<file path="src/design/serial_port_defines.vh">
/*
 serial port constants: rates, frame codes, flow-control characters.
 assumes a 40 MHz system clock.
*/
`ifndef SERIAL_PORT_DEFINES_VH
`define SERIAL_PORT_DEFINES_VH

`define CLOCK_HZ          40000000
`define OVERSAMPLE        16
// last divider count per 16x tick: clock / (rate * 16) rounded down, minus one
// sized to the 12-bit divider so nothing is cut silently
`define TICK_LIM_2400     12'h410
`define TICK_LIM_4800     12'h207
`define TICK_LIM_9600     12'h103
`define TICK_LIM_19200    12'h081
`define RATE_2400         2'h0
`define RATE_4800         2'h1
`define RATE_9600         2'h2
`define RATE_19200        2'h3
`define PARITY_NONE       2'h0
`define PARITY_EVEN       2'h1
`define PARITY_ODD        2'h2
`define FLOW_HW           1'h0
`define FLOW_SW           1'h1
`define CHAR_RESUME       8'h11
`define CHAR_STOP         8'h13
`define TICK_LAST         4'hF
`define TICK_MID          4'h7
`define BITS_7            4'h7
`define BITS_8            4'h8

`endif

</file>
<file path="src/design/baud_tick.v">
/*
 16x oversample tick generator; one-cycle enable pulse.
 assumes rate code from synchronised switches.
*/
`timescale 1ns/1ps
`include "serial_port_defines.vh"
module baud_tick
(
   input  wire       clock,
   input  wire       srst,
   input  wire [1:0] rate_sel,
   output reg        tick
);
   reg  [11:0] count_reg;
   reg  [11:0] limit;

   always @*
   begin
      case (rate_sel)
         `RATE_2400: limit = `TICK_LIM_2400;
         `RATE_4800: limit = `TICK_LIM_4800;
         `RATE_9600: limit = `TICK_LIM_9600;
         default:    limit = `TICK_LIM_19200;
      endcase
   end

   // a rate change mid-count just lands on the new limit
   always @(posedge clock)
   begin
      if (srst)
      begin
         count_reg <= 12'h000;
         tick      <= 1'b0;
      end
      else if (count_reg >= limit)
      begin
         count_reg <= 12'h000;
         tick      <= 1'b1;
      end
      else
      begin
         count_reg <= count_reg + 12'h001;
         tick      <= 1'b0;
      end
   end
endmodule

</file>
<file path="src/design/serial_port_flow_control.v">
/*
 printer serial port: receiver, transmitter, busy/ready and xon/xoff flow control.
 assumes switches and line pins are asynchronous; user side is on clock.
*/
// Operation
// - rates 2400/4800/9600/19200, 7 or 8 data bits, none/even/odd parity.
// - flow mode, length, rate, parity come from switch inputs.
// - software mode: on entering busy send 13h.
// - software mode: on leaving busy send 11h.
// - hardware mode: hold each character while host ready is low.
// - software mode: host ready input is ignored.
// - busy output high while busy, low while accepting.
// - differential variant uses same busy output and host ready input.
`timescale 1ns/1ps
`include "serial_port_defines.vh"
module serial_port_flow_control
(
   input  wire       clock,
   input  wire       srst,
   input  wire       sw_flow,
   input  wire       sw_eight_bits,
   input  wire [1:0] sw_rate,
   input  wire [1:0] sw_parity,
   input  wire       rx_line,
   input  wire       host_ready,
   output reg        tx_line,
   output reg        busy_out,
   input  wire       printer_busy,
   input  wire [7:0] tx_data,
   input  wire       tx_valid,
   output reg        tx_ready,
   output reg  [7:0] rx_data,
   output reg        rx_valid,
   output reg        rx_parity_error,
   output reg        rx_frame_error
);
   localparam S_IDLE   = 5'h01;
   localparam S_START  = 5'h02;
   localparam S_DATA   = 5'h04;
   localparam S_PARITY = 5'h08;
   localparam S_STOP   = 5'h10;

   // two-flop synchronisers for every asynchronous input
   reg  [6:0] sync1_reg;
   reg  [6:0] sync2_reg;
   wire [6:0] async_in = {sw_flow, sw_eight_bits, sw_rate, sw_parity[0], rx_line, host_ready};
   reg        par1_reg;
   reg        par2_reg;
   always @(posedge clock)
   begin
      if (srst)
      begin
         sync1_reg <= 7'h07;
         sync2_reg <= 7'h07;
         par1_reg  <= 1'b0;
         par2_reg  <= 1'b0;
      end
      else
      begin
         sync1_reg <= async_in;
         sync2_reg <= sync1_reg;
         par1_reg  <= sw_parity[1];
         par2_reg  <= par1_reg;
      end
   end
   wire       flow_sw  = sync2_reg[6];
   wire       eight    = sync2_reg[5];
   wire [1:0] rate     = sync2_reg[4:3];
   wire [1:0] parity   = {par2_reg, sync2_reg[2]};
   wire       rx_s     = sync2_reg[1];
   wire       ready_s  = sync2_reg[0];
   wire [3:0] nbits    = eight ? `BITS_8 : `BITS_7;
   wire       par_on   = (parity == `PARITY_EVEN) || (parity == `PARITY_ODD);
   wire       par_odd  = (parity == `PARITY_ODD);

   wire tick;
   baud_tick u_tick
   (
      .clock    (clock),
      .srst     (srst),
      .rate_sel (rate),
      .tick     (tick)
   );

   // busy line straight from the printer state
   always @(posedge clock)
   begin
      if (srst)
         busy_out <= 1'b1;
      else
         busy_out <= printer_busy;
   end

   // receiver, mid-bit sampling at 16x
   reg [4:0] rx_state_reg;
   reg [3:0] rx_tick_reg;
   reg [3:0] rx_bit_reg;
   reg [7:0] rx_shift_reg;
   reg       rx_par_reg;
   always @(posedge clock)
   begin
      if (srst)
      begin
         rx_state_reg    <= S_IDLE;
         rx_tick_reg     <= 4'h0;
         rx_bit_reg      <= 4'h0;
         rx_shift_reg    <= 8'h00;
         rx_par_reg      <= 1'b0;
         rx_data         <= 8'h00;
         rx_valid        <= 1'b0;
         rx_parity_error <= 1'b0;
         rx_frame_error  <= 1'b0;
      end
      else
      begin
         rx_valid <= 1'b0;
         if (tick)
         begin
            rx_tick_reg <= rx_tick_reg + 4'h1;
            case (rx_state_reg)
               S_IDLE:
                  if (!rx_s)
                  begin
                     rx_state_reg <= S_START;
                     rx_tick_reg  <= 4'h0;
                  end
               S_START:
                  if (rx_tick_reg == `TICK_MID)
                  begin
                     rx_tick_reg  <= 4'h0;
                     rx_bit_reg   <= 4'h0;
                     rx_shift_reg <= 8'h00;
                     rx_par_reg   <= 1'b0;
                     // glitch shorter than half a bit is dropped
                     rx_state_reg <= rx_s ? S_IDLE : S_DATA;
                  end
               S_DATA:
                  if (rx_tick_reg == `TICK_LAST)
                  begin
                     rx_shift_reg <= {rx_s, rx_shift_reg[7:1]};
                     rx_par_reg   <= rx_par_reg ^ rx_s;
                     rx_bit_reg   <= rx_bit_reg + 4'h1;
                     if (rx_bit_reg == nbits - 4'h1)
                        rx_state_reg <= par_on ? S_PARITY : S_STOP;
                  end
               S_PARITY:
                  if (rx_tick_reg == `TICK_LAST)
                  begin
                     rx_par_reg   <= rx_par_reg ^ rx_s ^ par_odd;
                     rx_state_reg <= S_STOP;
                  end
               S_STOP:
                  if (rx_tick_reg == `TICK_LAST)
                  begin
                     rx_data         <= eight ? rx_shift_reg : {1'b0, rx_shift_reg[7:1]};
                     rx_valid        <= 1'b1;
                     rx_parity_error <= par_on & rx_par_reg;
                     rx_frame_error  <= !rx_s;
                     rx_state_reg    <= S_IDLE;
                  end
               default:
                  rx_state_reg <= S_IDLE;
            endcase
         end
      end
   end

   // flow character requests, latched once per busy edge
   reg busy_seen_reg;
   reg xoff_pend_reg;
   reg xon_pend_reg;
   wire busy_rise = printer_busy & !busy_seen_reg;
   wire busy_fall = !printer_busy & busy_seen_reg;

   reg [4:0] tx_state_reg;
   reg [3:0] tx_tick_reg;
   reg [3:0] tx_bit_reg;
   reg [7:0] tx_shift_reg;
   reg       tx_par_reg;
   // only start between frames, so a flow character never splits one
   wire idle_go  = tx_state_reg[0] & tick & (tx_tick_reg == `TICK_LAST);
   wire send_flw = idle_go & flow_sw & (xoff_pend_reg | xon_pend_reg);
   wire data_ok  = flow_sw | ready_s;
   wire send_dat = idle_go & !send_flw & tx_valid & data_ok;

   always @(posedge clock)
   begin
      if (srst)
      begin
         busy_seen_reg <= 1'b0;
         xoff_pend_reg <= 1'b0;
         xon_pend_reg  <= 1'b0;
      end
      else
      begin
         busy_seen_reg <= printer_busy;
         // a newer edge replaces an unsent opposite character
         if (busy_rise & flow_sw)
         begin
            xoff_pend_reg <= 1'b1;
            xon_pend_reg  <= 1'b0;
         end
         else if (busy_fall & flow_sw)
         begin
            xon_pend_reg  <= 1'b1;
            xoff_pend_reg <= 1'b0;
         end
         else if (send_flw | !flow_sw)
         begin
            xoff_pend_reg <= 1'b0;
            xon_pend_reg  <= 1'b0;
         end
      end
   end

   always @(posedge clock)
   begin
      if (srst)
      begin
         tx_state_reg <= S_IDLE;
         tx_tick_reg  <= 4'h0;
         tx_bit_reg   <= 4'h0;
         tx_shift_reg <= 8'h00;
         tx_par_reg   <= 1'b0;
         tx_line      <= 1'b1;
         tx_ready     <= 1'b0;
      end
      else
      begin
         tx_ready <= send_dat;
         if (tick)
         begin
            tx_tick_reg <= tx_tick_reg + 4'h1;
            if (tx_tick_reg == `TICK_LAST)
            begin
               case (tx_state_reg)
                  S_IDLE:
                     if (send_flw | send_dat)
                     begin
                        tx_shift_reg <= send_flw ? (xoff_pend_reg ? `CHAR_STOP : `CHAR_RESUME) : tx_data;
                        tx_par_reg   <= par_odd;
                        tx_bit_reg   <= 4'h0;
                        tx_line      <= 1'b0;
                        tx_state_reg <= S_DATA;
                     end
                  S_DATA:
                  begin
                     tx_line      <= tx_shift_reg[0];
                     tx_par_reg   <= tx_par_reg ^ tx_shift_reg[0];
                     tx_shift_reg <= {1'b0, tx_shift_reg[7:1]};
                     tx_bit_reg   <= tx_bit_reg + 4'h1;
                     if (tx_bit_reg == nbits - 4'h1)
                        tx_state_reg <= par_on ? S_PARITY : S_STOP;
                  end
                  S_PARITY:
                  begin
                     tx_line      <= tx_par_reg;
                     tx_state_reg <= S_STOP;
                  end
                  S_STOP:
                  begin
                     tx_line      <= 1'b1;
                     tx_state_reg <= S_IDLE;
                  end
                  default:
                  begin
                     tx_line      <= 1'b1;
                     tx_state_reg <= S_IDLE;
                  end
               endcase
            end
         end
      end
   end
endmodule

</file>
<file path="config.mk">
export PLATFORM = sky130hd
export DESIGN_NAME = serial_port_flow_control
export DESIGN_NICKNAME = d
export VERILOG_FILES = /design/src/design/baud_tick.v /design/src/design/serial_port_flow_control.v
export VERILOG_INCLUDE_DIRS = /design/src /design/src/design
export SDC_FILE = /design/constraint.sdc
export NUM_CORES = 1
export LEC_CHECK = 0
export CAP_MARGIN = 20
export CORE_ASPECT_RATIO = 1.2
export CORE_MARGIN = 5
export CORE_UTILIZATION = 35
export DETAILED_ROUTE_END_ITERATION = 8
export DONT_BUFFER_PORTS = 1
export GPL_TIMING_DRIVEN = 0
export PLACE_DENSITY = 0.46
export SLEW_MARGIN = 10
export SYNTH_ARGS = -nofsm -noshare
export SYNTH_HDL_FRONTEND = slang
export SYNTH_SLANG_ARGS = --single-unit
</file>
<file path="constraint.sdc">
create_clock -name clock -period 6.2 [get_ports clock]
set_clock_uncertainty 0.1 [all_clocks]
set_input_delay 0.93 -clock clock [delete_from_list [all_inputs] [get_ports clock]]
set_output_delay 0.93 -clock clock [all_outputs]
set_load 0.01 [all_outputs]
</file>
==> implementation parameters <==
Parameter                              Value

Run status
  Result of the run ... complete, no violations

Pwr
  Leakage power total ... 0.00177 uW
  Relative contribution of combinational cells to total power ... around 4.7%
  Tot Pwr ... between 1000 and 1500 uW
  Largest voltage drop on the vdd net ... 0.126 mV
  Portion of total power attributed to the clock network ... 45.1%
  Switching power share of the total ... 24.6%
  Power per cell area ... 240 nW/um^2
  Internal power consumption ... 878 uW
  Sequential fraction of design power ... around half
  P_sw ... 287 uW

Worst setup path
  Worst Setup Start Kind ... register
  Highest-delay cell along the critical path ... sky130_fd_sc_hd__dfxtp_1
  Worst reg-to-reg path cell count ... 10
  Worst Path Arrival ... roughly 2.7 ns
  Crit path kind ... register to register
  Critical Path, Cell by Cell ... inv_1, ha_1, inv_1, ha_1, nand2b_1, a21o_1, a211o_1, a41o_1, buf_2, a211oi_2
  Cell depth of the worst setup path ... 10
  Crit path buf inv count ... 3
  Data required time at the worst endpoint ... 6.35 ns
  Delay of the slowest cell on the worst path ... 0.36 ns
  Crit-path max FO ... 10
  Kind of end point of the critical path ... register
  Gate family responsible for the most delay along the worst path ... compound AO/OA/AOI/OAI gates
  Register-to-register setup slack ... around 3.7 ns

Clock tree
  Clock root buffer master ... sky130_fd_sc_hd__clkbuf_16
  Sink count of the clock tree ... 89
  TritonCTS clock tree ... yes
  Latest clock arrival within the worst-skew pair ... 0.34 ns
  Count of H-tree levels built during CTS ... 3
  Count of hold-fix buffers inserted at cts ... 0
  Post-CTS setup buffer count ... 0
  Resized Gates After CTS ... 0
  CTS max path bufs ... 2
  Clock-pin slew reported for the worst setup and hold paths after clock tree synthesis ... 0.07 ns
  TritonCTS Buffers ... 9

Place
  Number of buffer cells added on primary ports ... 0
  Gp weighted congestion ... 0.796
  Post-placement cell area ... 4570 um^2
  Detailed placer's ending HPWL ... 6.91 mm

Logic synthesis
  Netlist Area Pre-Place ... 4370 um^2
  Warnings from Yosys ... 0
  Proportion of synthesized chip area in sequential cells ... approximately 41%
  Number of flops mapped to enable cells by yosys ... 0
  Library cell with the largest summed area after synthesis ... sky130_fd_sc_hd__dfxtp_1
  Area share of the largest cell type after synthesis ... 40.8%
  Mapped Nets ... about 500
  Post-Syn Instances ... 459
  Top flip-flop cell by instance count after synthesis ... sky130_fd_sc_hd__dfxtp_1
  Largest cells by area after synthesis ... sky130_fd_sc_hd__dfxtp_1, sky130_fd_sc_hd__ha_1, sky130_fd_sc_hd__a211oi_2
  Distinct cell type count of the synthesized netlist ... 65
  Asr flop ratio synth ... 0%
  Mean instance size in the synthesized netlist ... 9.52 um^2
  Register bit count reported by yosys ... 89

Die
  Count of pins on the block boundary ... 34
  Area of the core ... 12,200 um^2
  Starting utilization of the core area ... 35.9%
  # rows ... 44
  Die height ... 132 um
  Die area ... 14,800 um^2
  Die outline width ... 112 um

Routing
  Antenna Nets Post-Route ... 0
  Routed wire length ... 9.76 mm
  Vias per std cell ... roughly 5.2
  Drt initial violations ... 170
  DRC violations left ... 0
  Routed len/inst ... approximately 15 um
  Via count ... around 3,300
  Length of the first detailed-routing pass in iterations ... 4

STA
  Total negative slack ... 0 ns
  Final period util ... 41.1%
  Number of max-slew violations in the final report ... 0
  Final setup fails ... 0
  Tmin final ... 2.55 ns
  Measured slew at the worst slew-check pin ... 0.757 ns
  Worst relative slew slack ... roughly half
  Final hold vios ... 0
  Highest Clock Rate ... 393 MHz
  Unrepaired setup endpoints after global routing ... no

Hold path
  Hold depth ... 1
  Hold Crit Class ... register to register

GRT
  Antenna violations before repair ... 0
  Largest net degree at the start of global routing ... 18
  Overflow after GRT ... 0
  Number of global-route vias before repair ... 3,261
  Wire length of the first global-routing pass ... 16.7 mm
  Global-route usage over all layers ... between 10% and 20%

Finish
  Number of antenna cells inserted ... 0
  Total area of multi-input combinational cells ... roughly 2400 um^2
  Non-Filler Cell Area, Final ... roughly 5000 um^2
  Sequential cell area ... between 1500 and 2000 um^2
  Max reg flops ... 12
  Ratio of cells with drive above 1 in the final layout ... approximately 18%
  Nets ... about 500
  # fillers ... 1,235
  Layout overhead on the synthesized area ... 11.2%

Job
  Maximum Capacitance Violations ... 0
==> synthesized netlist by cell type (7+ instances only) <==
cell                       number
sky130_fd_sc_hd__or2_2          8
sky130_fd_sc_hd__a21oi_1       18
sky130_fd_sc_hd__ha_1          18
sky130_fd_sc_hd__nor2_1        44
sky130_fd_sc_hd__nor3_1        13
sky130_fd_sc_hd__dfxtp_1       89
sky130_fd_sc_hd__nand2b_1       8
sky130_fd_sc_hd__nand2_1       24
sky130_fd_sc_hd__a22oi_1       18
sky130_fd_sc_hd__xor2_1        12
sky130_fd_sc_hd__o21ai_0        7
sky130_fd_sc_hd__nor2_2         9
sky130_fd_sc_hd__inv_1         14
sky130_fd_sc_hd__nand3_1        7
sky130_fd_sc_hd__a211oi_2      17
sky130_fd_sc_hd__nor2b_1       20
sky130_fd_sc_hd__mux2i_1       14
sky130_fd_sc_hd__clkbuf_1       9
==> worst paths after layout <==
check                    start             endpoint
hold reg to reg   sync1_reg[2]         sync2_reg[2]
setup / recovery  sync2_reg[3]  u_tick.count_reg[9]
setup reg to reg  sync2_reg[3]  u_tick.count_reg[9]
hold / removal    sync1_reg[2]         sync2_reg[2]
==> worst register-to-register path, stage by stage (launching register included) <==
cell and delay [ns]:
sky130_fd_sc_hd__dfxtp_1 0.36, sky130_fd_sc_hd__inv_1 0.08, sky130_fd_sc_hd__ha_1 0.19, sky130_fd_sc_hd__inv_1 0.11, sky130_fd_sc_hd__ha_1 0.24, sky130_fd_sc_hd__nand2b_1 0.14, sky130_fd_sc_hd__a21o_1 0.17, sky130_fd_sc_hd__a211o_1 0.29
sky130_fd_sc_hd__a41o_1 0.30, sky130_fd_sc_hd__buf_2 0.24, sky130_fd_sc_hd__a211oi_2 0.25
==> power groups by stage <==
stage	Combinational, uW	Sequential, uW	Clock (uW)
floorplan	41.1	596	0
global placement	54.6	598	0
detailed placement	55.6	598	0
CTS	55.8	584	541
global route	61.5	586	567
finish	54.5	584	525
==> layer usage <==
| metal | routed length, um | share of wire, % | vias up | track usage, % |
|---|---|---|---|---|
| li1 | - | - | 1665 | - |
| met1 | 4550 | 47 | 1559 | 17.8 |
| met2 | 4690 | 48 | 58 | 22.4 |
| met3 | 430 | 4.4 | 6 | 2.89 |
| met4 | 87 | 0.89 | 0 | 4.01 |
| met5 | 0 | 0 | - | 0 |
==> cell families (layout without fill, tap and decap cells) <==
group                    after synthesis  after routing  share of synthesized area, %
AND/OR/NAND/NOR                      169            169                          21.3
XOR/XNOR                              18             18                          3.61
adder cells (fa/ha/maj)               18             18                          5.15
flip-flops                            89             89                          40.8
AO/OA/AOI/OAI                        104            104                          19.1
multiplexers                          19             19                          4.93
buffers and inverters                 42             58                          5.07
==> final cells by class <==
| class | instances | share of cell area [%] |
|---|---|---|
| buffer | 28 | 3.48 |
| clock buffer | 9 | 4.64 |
| clock inverter | 7 | 1.29 |
| inverter | 14 | 1.08 |
| multi-input combinational | 328 | 48.7 |
| sequential | 89 | 36.7 |
| tap | 161 | 4.15 |
==> layout by cell type, fill, tap and decap left out, types with 13 or more instances in the layout <==
cell	instances
sky130_fd_sc_hd__dfxtp_1	89
sky130_fd_sc_hd__inv_1	14
sky130_fd_sc_hd__nand2_1	24
sky130_fd_sc_hd__a22oi_1	18
sky130_fd_sc_hd__nor2b_1	20
sky130_fd_sc_hd__nor2_1	44
sky130_fd_sc_hd__mux2i_1	14
sky130_fd_sc_hd__a211oi_2	17
sky130_fd_sc_hd__ha_1	18
sky130_fd_sc_hd__a21oi_1	18
sky130_fd_sc_hd__nor3_1	13
==> metrics by stage <==
step           setup slack, ns  hold WS (ns)  instances  util (%)
4_1_cts                   3.65         0.313        636      39.9
5_1_grt                   3.53         0.330        636      39.9
3_5_place_dp              3.56         0.298        620      37.6
3_3_place_gp              3.60         0.293        620      37.6
2_1_floorplan             3.91         0.289        459         -
6_report                  3.65         0.309        636      39.9
Power figures use the tool's default switching activity.
